<file path="config.mk">
export PLATFORM = sky130hd
export DESIGN_NAME = icsp_top
export DESIGN_NICKNAME = d
export VERILOG_FILES = /design/src/hdl/icsp_pkg.sv /design/src/hdl/icsp_top.sv
export SDC_FILE = /design/constraint.sdc
export NUM_CORES = 1
export LEC_CHECK = 0
export ABC_AREA = 0
export BUFFER_PORTS_ARGS = -buffer_cell sky130_fd_sc_hd__buf_2
export CAP_MARGIN = 10
export CORE_ASPECT_RATIO = 0.75
export CORE_MARGIN = 1
export CORE_UTILIZATION = 36
export DETAILED_ROUTE_END_ITERATION = 6
export SLEW_MARGIN = 20
export SYNTH_ARGS = -nofsm -noshare
export SYNTH_HDL_FRONTEND = slang
export SYNTH_SLANG_ARGS = --single-unit
export TNS_END_PERCENT = 30
</file>
<file path="constraint.sdc">
create_clock -name clk_sys -period 2.2 [get_ports clk_sys]
set_clock_uncertainty 0.05 [all_clocks]
set_input_delay 0 -clock clk_sys [delete_from_list [all_inputs] [get_ports clk_sys]]
set_output_delay 0 -clock clk_sys [all_outputs]
set_load 0.05 [all_outputs]
</file>
<file path="src/hdl/icsp_pkg.sv">
/*
 * Package for the indexed configuration windows and the system control
 * port: I/O addresses, bit positions, reset values, timing figures and
 * the request carriers.
 * Assumes one 25 MHz clock domain and byte-wide host I/O cycles.
 */
package icsp_pkg;

   // I/O port addresses
   localparam logic [15:0] ADDR_CFG_INDEX = 16'h0022;
   localparam logic [15:0] ADDR_CFG_DATA = 16'h0023;
   localparam logic [15:0] ADDR_SMM_INDEX = 16'h0026;
   localparam logic [15:0] ADDR_SMM_DATA = 16'h0027;
   localparam logic [15:0] ADDR_SYS_CTRL = 16'h0061;
   localparam logic [15:0] ADDR_RTC_INDEX = 16'h0070;

   // System control port bit positions and the NMI mask bit
   localparam int BIT_GATE = 0;
   localparam int BIT_SPK = 1;
   localparam int BIT_PAR_DIS = 2;
   localparam int BIT_CHK_DIS = 3;
   localparam int BIT_REFRESH = 4;
   localparam int BIT_T2_OUT = 5;
   localparam int BIT_CHCK = 6;
   localparam int BIT_PARERR = 7;
   localparam int BIT_NMI_MASK = 7;

   // Reset values and read masks
   localparam logic [7:0] SYS_CTRL_RESET = 8'h20;
   localparam logic [7:0] SYS_CTRL_OWN_MASK = 8'hCC;
   localparam logic [7:0] IDX_RESET = 8'h00;
   localparam logic [7:0] READ_IDLE = 8'hFF;

   // Timing: system clock and refresh request period
   localparam int CLK_NS = 40;
   localparam int REFRESH_NS = 15000;
   localparam int REFRESH_CYC = REFRESH_NS / CLK_NS;

   // Source of the byte returned on a read
   typedef enum logic [2:0] {
      ICSP_RD_NONE = 3'b000,
      ICSP_RD_CFG = 3'b001,
      ICSP_RD_SMM = 3'b010,
      ICSP_RD_SYS = 3'b011,
      ICSP_RD_DEAD = 3'b100
   } icsp_rd_src_t;

   // Host I/O cycle, one-cycle strobes
   typedef struct packed {
      logic rd;
      logic wr;
      logic [15:0] addr;
      logic [7:0] wdata;
   } icsp_io_req_t;

   // Access to the internal configuration register file
   typedef struct packed {
      logic rd;
      logic wr;
      logic smm;
      logic [7:0] index;
      logic [7:0] wdata;
   } icsp_cfg_req_t;

endpackage

</file>
<file path="src/hdl/icsp_top.sv">
/*
 * Host port logic: normal and management index/data windows onto the
 * configuration register file, the system control port with its parity
 * and channel-check latches, speaker drive and NMI combination.
 * Assumes host strobes and the configuration file run on clk_sys; the
 * channel-check, timer-2 and refresh pins are asynchronous.
 */
//
// Operation
// - Port 22h is a write-only index for the normal data window.
// - Data access to 23h reaches indexed register; unindexed repeat ignored.
// - Port 26h is a separate write-only management index.
// - Data access to 27h reaches management-indexed register once per index.
// - Each window keeps its own accessed flag.
// - Port 61h low nibble read/write, high nibble read-only, reset reads 20h.
// - This chip owns bits 2,3,6,7; companion supplies the rest.
// - Gate bit enables timer-2 clock; when low, timer status reads 1.
// - Speaker output is inverse of speaker data ANDed with timer output.
// - Bit 2 at 1 disables parity checking and presets parity latch.
// - Parity error clocks latch to 0 unless blocked by config bit.
// - Bit 3 at 1 clears channel-check latch; active input sets it.
// - Bit 4 toggles on every refresh request, regardless of ISA refresh.
// - Bit 5 shows timer-2 output; pattern 01 runs timer silently.
// - Bit 6 reads 1 once channel check has been asserted.
// - Bit 7 reads 1 after a local parity error.
// - CPU NMI is OR of sources ANDed with inverse of mask bit.
`timescale 1ns/1ps

module icsp_top #(
   parameter int ADDR_W = 16
) (
   input wire logic clk_sys,
   input wire logic rstn,
   input wire logic ce,
   input wire icsp_pkg::icsp_io_req_t io_req,
   output logic [7:0] io_rdata,
   output logic io_rvalid,
   output logic [7:0] io_rdata_own_mask,
   output icsp_pkg::icsp_cfg_req_t cfg_req,
   input wire logic [7:0] cfg_rdata,
   input wire logic parity_err,
   input wire logic parity_block,
   input wire logic iochck_n,
   input wire logic timer2_out,
   input wire logic refresh_req,
   output logic speaker_timer_gate,
   output logic speaker_out,
   output logic local_parity_nmi_n,
   output logic nmi
);

   // Only 16-bit I/O addressing is decoded
   generate
      if (ADDR_W != 16) begin : g_bad_addr
         $error("icsp_top: ADDR_W must be 16");
      end
   endgenerate

   // Address decode of the current host cycle
   logic hit_cfg_idx, hit_cfg_dat, hit_smm_idx, hit_smm_dat;
   logic hit_sys, hit_rtc;
   assign hit_cfg_idx = io_req.addr == icsp_pkg::ADDR_CFG_INDEX;
   assign hit_cfg_dat = io_req.addr == icsp_pkg::ADDR_CFG_DATA;
   assign hit_smm_idx = io_req.addr == icsp_pkg::ADDR_SMM_INDEX;
   assign hit_smm_dat = io_req.addr == icsp_pkg::ADDR_SMM_DATA;
   assign hit_sys = io_req.addr == icsp_pkg::ADDR_SYS_CTRL;
   assign hit_rtc = io_req.addr == icsp_pkg::ADDR_RTC_INDEX;

   logic acc;
   assign acc = io_req.rd | io_req.wr;

   // Pin synchronisers; stage 0 is read only by stage 1
   logic [2:0] sync0_q, sync1_q;
   logic refr_prev_q;
   always_ff @(posedge clk_sys) begin
      if (!rstn) begin
         sync0_q <= 3'h1;
         sync1_q <= 3'h1;
         refr_prev_q <= 1'b0;
      end else if (ce) begin
         sync0_q <= {refresh_req, timer2_out, iochck_n};
         sync1_q <= sync0_q;
         refr_prev_q <= sync1_q[2];
      end
   end

   logic chk_act, t2_sync, refr_edge;
   assign chk_act = ~sync1_q[0];
   assign t2_sync = sync1_q[1];
   assign refr_edge = sync1_q[2] & ~refr_prev_q;

   // Normal window: index and armed flag (armed = not yet accessed)
   logic [7:0] cfg_idx_q;
   logic cfg_arm_q;
   always_ff @(posedge clk_sys) begin
      if (!rstn) begin
         cfg_idx_q <= icsp_pkg::IDX_RESET;
         cfg_arm_q <= 1'b0;
      end else if (ce) begin
         if (io_req.wr && hit_cfg_idx) begin
            cfg_idx_q <= io_req.wdata;
            cfg_arm_q <= 1'b1;
         end else if (acc && hit_cfg_dat) begin
            cfg_arm_q <= 1'b0;
         end
      end
   end

   // Management window kept apart from the normal one
   logic [7:0] smm_idx_q;
   logic smm_arm_q;
   always_ff @(posedge clk_sys) begin
      if (!rstn) begin
         smm_idx_q <= icsp_pkg::IDX_RESET;
         smm_arm_q <= 1'b0;
      end else if (ce) begin
         if (io_req.wr && hit_smm_idx) begin
            smm_idx_q <= io_req.wdata;
            smm_arm_q <= 1'b1;
         end else if (acc && hit_smm_dat) begin
            smm_arm_q <= 1'b0;
         end
      end
   end

   // Forward one data access per index write to the register file
   logic cfg_go, smm_go;
   assign cfg_go = acc && hit_cfg_dat && cfg_arm_q;
   assign smm_go = acc && hit_smm_dat && smm_arm_q;
   always_ff @(posedge clk_sys) begin
      if (!rstn) begin
         cfg_req <= '0;
      end else if (ce) begin
         cfg_req.rd <= (cfg_go | smm_go) & io_req.rd;
         cfg_req.wr <= (cfg_go | smm_go) & io_req.wr;
         cfg_req.smm <= smm_go;
         cfg_req.index <= smm_go ? smm_idx_q : cfg_idx_q;
         cfg_req.wdata <= io_req.wdata;
      end
   end

   // Writable bits of the control port and the NMI mask
   logic gate_q, spk_q, par_dis_q, chk_dis_q, nmi_mask_q;
   always_ff @(posedge clk_sys) begin
      if (!rstn) begin
         gate_q <= icsp_pkg::SYS_CTRL_RESET[icsp_pkg::BIT_GATE];
         spk_q <= icsp_pkg::SYS_CTRL_RESET[icsp_pkg::BIT_SPK];
         par_dis_q <= icsp_pkg::SYS_CTRL_RESET[icsp_pkg::BIT_PAR_DIS];
         chk_dis_q <= icsp_pkg::SYS_CTRL_RESET[icsp_pkg::BIT_CHK_DIS];
         nmi_mask_q <= 1'b0;
      end else if (ce) begin
         if (io_req.wr && hit_sys) begin
            // Upper nibble is read-only; writes there are dropped
            gate_q <= io_req.wdata[icsp_pkg::BIT_GATE];
            spk_q <= io_req.wdata[icsp_pkg::BIT_SPK];
            par_dis_q <= io_req.wdata[icsp_pkg::BIT_PAR_DIS];
            chk_dis_q <= io_req.wdata[icsp_pkg::BIT_CHK_DIS];
         end
         if (io_req.wr && hit_rtc) begin
            nmi_mask_q <= io_req.wdata[icsp_pkg::BIT_NMI_MASK];
         end
      end
   end

   // Parity latch: preset by the disable bit, clocked low by an error
   logic par_q;
   always_ff @(posedge clk_sys) begin
      if (!rstn) begin
         par_q <= 1'b1;
      end else if (ce) begin
         if (par_dis_q) begin
            par_q <= 1'b1;
         end else if (parity_err && !parity_block) begin
            par_q <= 1'b0;
         end
      end
   end

   // Channel-check latch: clear held by disable bit wins over the pin
   logic chk_q;
   always_ff @(posedge clk_sys) begin
      if (!rstn) begin
         chk_q <= 1'b0;
      end else if (ce) begin
         if (chk_dis_q) begin
            chk_q <= 1'b0;
         end else if (chk_act) begin
            chk_q <= 1'b1;
         end
      end
   end

   // Refresh detect toggles on each synchronised request edge
   logic refr_q;
   always_ff @(posedge clk_sys) begin
      if (!rstn) begin
         refr_q <= 1'b0;
      end else if (ce && refr_edge) begin
         refr_q <= ~refr_q;
      end
   end

   // Timer status forced high while the gate is off
   logic t2_eff;
   assign t2_eff = gate_q ? t2_sync : 1'b1;

   // Assembled port byte; companion-owned bits are mirrored for reference
   logic [7:0] sys_byte;
   always_comb begin
      sys_byte = '0;
      sys_byte[icsp_pkg::BIT_GATE] = gate_q;
      sys_byte[icsp_pkg::BIT_SPK] = spk_q;
      sys_byte[icsp_pkg::BIT_PAR_DIS] = par_dis_q;
      sys_byte[icsp_pkg::BIT_CHK_DIS] = chk_dis_q;
      sys_byte[icsp_pkg::BIT_REFRESH] = refr_q;
      sys_byte[icsp_pkg::BIT_T2_OUT] = t2_eff;
      sys_byte[icsp_pkg::BIT_CHCK] = chk_q;
      sys_byte[icsp_pkg::BIT_PARERR] = ~par_q;
   end

   // Pin outputs, all registered
   always_ff @(posedge clk_sys) begin
      if (!rstn) begin
         speaker_timer_gate <= 1'b0;
         speaker_out <= 1'b1;
         local_parity_nmi_n <= 1'b1;
         nmi <= 1'b0;
      end else if (ce) begin
         speaker_timer_gate <= gate_q;
         speaker_out <= ~(spk_q & t2_eff);
         local_parity_nmi_n <= par_q;
         nmi <= (~par_q | chk_q) & ~nmi_mask_q;
      end
   end

   // Read pipeline: stage one picks the source, stage two returns data.
   // Two cycles for every answered read so the file has a full cycle to answer.
   icsp_pkg::icsp_rd_src_t rd_src_q;
   always_ff @(posedge clk_sys) begin
      if (!rstn) begin
         rd_src_q <= icsp_pkg::ICSP_RD_NONE;
      end else if (ce) begin
         if (!io_req.rd) begin
            rd_src_q <= icsp_pkg::ICSP_RD_NONE;
         end else if (cfg_go) begin
            rd_src_q <= icsp_pkg::ICSP_RD_CFG;
         end else if (smm_go) begin
            rd_src_q <= icsp_pkg::ICSP_RD_SMM;
         end else if (hit_sys) begin
            rd_src_q <= icsp_pkg::ICSP_RD_SYS;
         end else if (hit_cfg_dat || hit_smm_dat) begin
            rd_src_q <= icsp_pkg::ICSP_RD_DEAD;
         end else begin
            rd_src_q <= icsp_pkg::ICSP_RD_NONE;
         end
      end
   end

   always_ff @(posedge clk_sys) begin
      if (!rstn) begin
         io_rdata <= icsp_pkg::READ_IDLE;
         io_rvalid <= 1'b0;
         io_rdata_own_mask <= '0;
      end else if (ce) begin
         case (rd_src_q)
            icsp_pkg::ICSP_RD_CFG,
            icsp_pkg::ICSP_RD_SMM: begin
               io_rdata <= cfg_rdata;
               io_rvalid <= 1'b1;
               io_rdata_own_mask <= '1;
            end
            icsp_pkg::ICSP_RD_SYS: begin
               io_rdata <= sys_byte;
               io_rvalid <= 1'b1;
               io_rdata_own_mask <= icsp_pkg::SYS_CTRL_OWN_MASK;
            end
            icsp_pkg::ICSP_RD_DEAD: begin
               io_rdata <= icsp_pkg::READ_IDLE;
               io_rvalid <= 1'b1;
               io_rdata_own_mask <= '1;
            end
            icsp_pkg::ICSP_RD_NONE: begin
               io_rdata <= icsp_pkg::READ_IDLE;
               io_rvalid <= 1'b0;
               io_rdata_own_mask <= '0;
            end
            default: begin
               io_rdata <= icsp_pkg::READ_IDLE;
               io_rvalid <= 1'b0;
               io_rdata_own_mask <= '0;
            end
         endcase
      end
   end
endmodule // icsp_top

</file>
==> results of run 1 <==
[where the power goes]
group          switching, mW  internal (mW)  total, mW  leakage, nW
clock network          0.535           1.34       1.87        0.183
logic                  0.184          0.101      0.285        0.940
registers             0.0130           1.29       1.31        0.569
[worst register-to-register path: stages (launching register included)]
cell and delay (ns):
dfxtp_1 0.43, nand2b_1 0.33, or2_2 0.33, a21oi_1 0.14, o21ai_0 0.10
[cell usage in the layout, fill, tap and decap left out, types with 5 or more instances in the layout]
cell type,count
inv_1,6
buf_4,11
mux2i_1,29
dlygate4sd3_1,16
nand3_1,7
nor2_1,21
bufinv_16,5
o21ai_0,36
a21oi_1,32
a2bb2oi_1,6
nand2_1,42
clkbuf_16,9
buf_2,81
o22ai_1,7
a31oi_1,8
nand4_1,13
dfxtp_1,70
[state kept, by name (all words and copies together), names as in the netlist, 2 cells and up]
name and count:
io_rdata 8, cfg_idx_q 8, sync0_q 3, io_rdata_own_mask 2
cfg_req 19, smm_idx_q 8, sync1_q 3, rd_src_q 3
[layout make-up]
class                           instances  area (um^2)
Clock buffer                           10          229
Clock inverter                          6          158
Fill cell                             840         4300
Inverter                                8         30.0
Multi-Input combinational cell        247         1510
Sequential cell                        70         1400
Tap cell                              108          135
Timing Repair Buffer                  108          648
[path summary, 6_finish.rpt]
| path | slack (ns) | start | cells after the start | to |
|---|---|---|---|---|
| worst min-delay path | 0.03 | cfg_rdata[3] | 4 | io_rdata[3] |
| worst max-delay path | 0.47 | io_req[19] | 5 | cfg_arm_q |
| worst min register to register | 0.41 | smm_idx_q[0] | 2 | smm_idx_q[0] |
| worst max register to register | 0.69 | rd_src_q[0] | 4 | io_rdata[5] |
[cells by family after synthesis]
| logic type | Yosys count | synth area share |
|---|---|---|
| simple gates | 113 | 0.185 |
| mux | 29 | 0.0931 |
| xor+xnor | 1 | 0.00281 |
| compound gates | 104 | 0.205 |
| flops | 70 | 0.449 |
| buf+inv | 42 | 0.0654 |
[per-layer routing]
layer / up-vias / wire length [um]
li1: 1469 / -
met1: 1390 / 4250
met2: 87 / 3640
met3: 8 / 473
met4: 0 / 57
met5: - / 0
==> results.yml, run 1 <==
floorplanning:
  die_h_um: 82.6
  core_mm2: 0.00842
  rows: 29
  dieArea_mm2: 0.00904
  start_util: 0.371
  io_pins: 82
  dieWidth_um: 109
run_status:
  outcome: "completed"
worst_setup_path:
  path_cells: "buf_2, or4_1, or4_4, o41ai_1, a21oi_1"
  critical_path.top_delay_family: "simple AND/OR/NAND/NOR gates"
  end_kind: "flop"
  path_buf_inv: 1
  worstPathRequired_ns: 2.36
  critPathLaunchType: "input port"
  cpPeakStageDelay_ns: 0.69
  crit_path_max_fanout: 11
  critPathSlowestCell: "or4_1"
  path_class: "in2reg"
  cp.arrival_ns: 1.89
sta:
  layout_min_cycle_time_ns: 1.73
  max_freq_mhz: 579
  hold_viol_final: 0
  tightest_slew_ns: 0.666
  tns_ns: 0
  fin_crit_sh: 0.785
  setup_slack_ns: 0.472
  setup_viol: 0
  maxSlewViolCount: 0
  rsz0062_at_grt: "no"
  hold_slack_ns: 0.0277
  slew-limit-headroom: 0.556
synthesis:
  ys.flop_type: "dfxtp_1"
  synth_top_cell_by_area: "dfxtp_1"
  ys_types: 44
  syn-num-nets: 401
  synth-seq-area-share: 0.449
  yosysWarnings: 0
  syn_area_mm2: 0.00312
  synth_most_common_cell: "dfxtp_1"
  ys_ff_latch: 70
  syn_inst: 359
  avgSynthCellArea_um2: 8.69
  synth.area.top_cells: "dfxtp_1, mux2i_1, o21ai_0"
  synth_edf_count: 0
  synth_common_cells: "dfxtp_1, nand2_1, o21ai_0"
  ys_async_sr_fraction: 0
  synth_top_area_frac: 0.449
final_layout:
  fin_nets: 486
  fin_area_mm2: 0.00412
  post-route-util: 0.489
  area_delta_synth_final_pct: 31.9
  instances_no_fill: 557
  drive_gt1_frac: 0.265
  antenna_cells: 0
clock_tree:
  max-clock-path-buffers: 2
  h-tree-depth: 3
  root_buffer: "clkbuf_16"
  clk_latency_ns: 0.33
  cts.sinks: 70
  path_clk_slew_ns: 0.05
  cts_hold_buf: 16
  cts_tree: "built"
  postCtsSetupRepairBufs: 0
  cts_resized: 0
  numCtsBuffers: 9
placed_design:
  place_inst: 525
  hpwl_um: 5930
  portBuffers: 81
  pre_cts_slack_ns: 0.127
  place_congestion: 0.794
  place_area_mm2: 0.00357
pwr:
  fin_total_pwr_mw: 3.46
  leakage_nw: 1.69
  power_density_mw_per_mm2: 842
  ir_worst_vdd_uv: 327
grt:
  grt.total_usage: 0.193
  met1_usage: 0.278
  grt_pass1_wl_um: 13100
  grt_pass1_vias: 2536
  gr-usage-met2: 0.279
  grtUsageMet3: 0.0447
  grt_overflow: 0
  busiest_layer: "met2"
  grt_max_degree: 39
  antenna_found_initial: 0
route:
  drtAntennaViolNets: 0
  post_drt_wl_per_cell_um: 15.1
  drc: 0
  vias: 2954
  via_per_inst: 5.30
  drt_first_pass_iters: 4
  drtIter0Drc: 192
  wl_um: 8420
min_path:
  hold_class: "in2reg"
job:
  maxCapViolCount: 0
No activity file was read; power rests on OpenSTA's default activity.
==> run 2: changes to the inputs <==
==> constraint.sdc (replaced) <==
create_clock -name clk_sys -period 1.5 [get_ports clk_sys]
set_clock_uncertainty 0.05 [all_clocks]
set_input_delay 0 -clock clk_sys [delete_from_list [all_inputs] [get_ports clk_sys]]
set_output_delay 0 -clock clk_sys [all_outputs]
set_load 0.05 [all_outputs]
==> results.yml, run 2 (synthesis results as in run 1) <==
worst_setup_path:
  path_cells: "buf_2, or4_4, buf_4, or4_4, o41ai_2, a21oi_1"
  path_common_cell: "or4_4"
  path_class: "in2reg"
  critical_path.top_delay_family: "simple AND/OR/NAND/NOR gates"
  end_kind: "flop"
  critPathSlowestCell: "or4_4"
  worstPathRequired_ns: 1.66
  crit_path_max_fanout: 9
  cp.arrival_ns: 1.70
  cpPeakStageDelay_ns: 0.57
  path_buf_inv: 2
  critPathLaunchType: "input port"
route:
  drt_first_pass_iters: 4
  drtIter0Drc: 238
  drtAntennaViolNets: 0
  via_per_inst: 5.13
  vias: 2949
  drc: 0
  post_drt_wl_per_cell_um: 14.7
  wl_um: 8430
min_path:
  hold_class: "in2reg"
grt:
  grt.total_usage: 0.196
  grt_pass1_wl_um: 13100
  antenna_found_initial: 0
  grt_overflow: 0
  grtUsageMet3: 0.0502
  grt_max_degree: 51
  gr-usage-met2: 0.264
  grt_pass1_vias: 2563
  met1_usage: 0.296
  busiest_layer: "met1"
pwr:
  leakage_nw: 1.76
  power_density_mw_per_mm2: 1030
  fin_total_pwr_mw: 4.34
  ir_worst_vdd_uv: 575
job:
  maxCapViolCount: 0
placed_design:
  hpwl_um: 5990
  portBuffers: 81
  place_inst: 544
  place_congestion: 0.841
final_layout:
  regArea_mm2: 0.00140
  fin_nets: 506
  layout_commonest_cell: "buf_2"
  nFillCells: 807
  largest_reg_flops: 19
  drive_gt1_frac: 0.304
  area_delta_synth_final_pct: 35.1
  antenna_cells: 0
  multi_input_area_mm2: 0.00154
  top_register: "cfg_req"
  post-route-util: 0.501
  layout_common_cells: "buf_2, dfxtp_1, nand2_1, a21oi_1, o21ai_0"
  instances_no_fill: 575
clock_tree:
  h-tree-depth: 3
  cts_tree: "built"
  numCtsBuffers: 9
  cts.sinks: 70
  max-clock-path-buffers: 2
  path_clk_slew_ns: 0.05
  clk_latency_ns: 0.33
  root_buffer: "clkbuf_16"
floorplanning:
  dieWidth_um: 109
  io_pins: 82
  rows: 29
  start_util: 0.371
  core_mm2: 0.00842
  dieArea_mm2: 0.00904
  die_h_um: 82.6
sta:
  setup_slack_ns: -0.0371
  hold_viol_final: 0
  fin_crit_sh: 1.02
  maxSlewViolCount: 0
  tns_ns: -0.0371
  slew-limit-headroom: 0.748
  setup_viol: 1
  layout_min_cycle_time_ns: 1.54
  tightest_slew_ns: 0.377
  rsz0062_at_grt: "yes"
  max_freq_mhz: 651
run_status:
  violations: "negative setup slack"
  outcome: "finished, violations left"
-- run 2: cell types whose count changed in the layout (fill, tap and decap cells not counted), moves of 2 or more --
cell | before | now
buf_4 | 11 | 27
o21ai_0 | 36 | 30
o21ai_1 | 0 | 6
bufinv_16 | 5 | 0
clkbuf_8 | 0 | 3
buf_12 | 0 | 2
buf_6 | 0 | 2
or4_1 | 3 | 1
or4_4 | 2 | 4
-- run 2: what timing repair did --
| action | in CTS | in global routing |
|---|---|---|
| setup buffers | 0 | 1 |
| hold endpoints to repair | 37 | 0 |
| gates resized for setup | 4 | 8 |
| endpoints found under the setup margin | 9 | 26 |
| hold buffers | 16 | 0 |
| pin swaps | 1 | 2 |
-- run 2: worst register-to-register path, delay by kind of cell, from the launching register on --
| kind | cells | cell delay, ns |
|---|---|---|
| muxes | 1 | 0.20 |
| AOI/OAI and AO/OA | 2 | 0.19 |
| DFF | 1 | 0.48 |
| buffers and inverters | 1 | 0.22 |
| and+or+nand+nor | 1 | 0.08 |
-- run 2: power by group --
group	switching, mW	total, mW	internal [mW]	leakage, nW
Combinational	0.277	0.451	0.173	1.05
Sequential	0.0185	1.92	1.90	0.569
Clock	0.738	1.97	1.23	0.138
Total	1.03	4.34	3.30	1.76
-- run 2: final timing paths --
path | from | endpoint | slack (ns) | cells after the start
worst min register to register | cfg_req[16] | cfg_req[16] | 0.41 | 2
worst min-delay path | cfg_rdata[3] | io_rdata[3] | 0.03 | 4
worst max-delay path | io_req[20] | nmi_mask_q | -0.04 | 6
worst max register to register | rd_src_q[1] | io_rdata[2] | 0.18 | 5
-- run 2: per-stage QoR --
stage	hold slack [ns]	instance area, um^2	worst slack, ns
CTS	0.0183	4180	-0.0415
global route	0.0285	4210	-0.0510
global placement	0.166	3740	-0.345
detailed placement	0.170	3740	-0.391
floorplan	0.0784	3140	-0.261
finish	0.0251	4210	-0.0371
-- run 2: routing by layer --
metal | share of wire | routed length, um
met1 | 0.52 | 4420
met2 | 0.42 | 3530
met3 | 0.049 | 410
met4 | 0.0085 | 72
met5 | 0 | 0
-- run 2: final cells by class --
type                            count  share of cell area
Multi-Input combinational cell    247               0.365
Sequential cell                    70               0.333
Timing Repair Buffer              128               0.198
Clock buffer                       13              0.0641
Tap cell                          108              0.0321
Inverter                            8             0.00713
Clock inverter                      1             0.00119
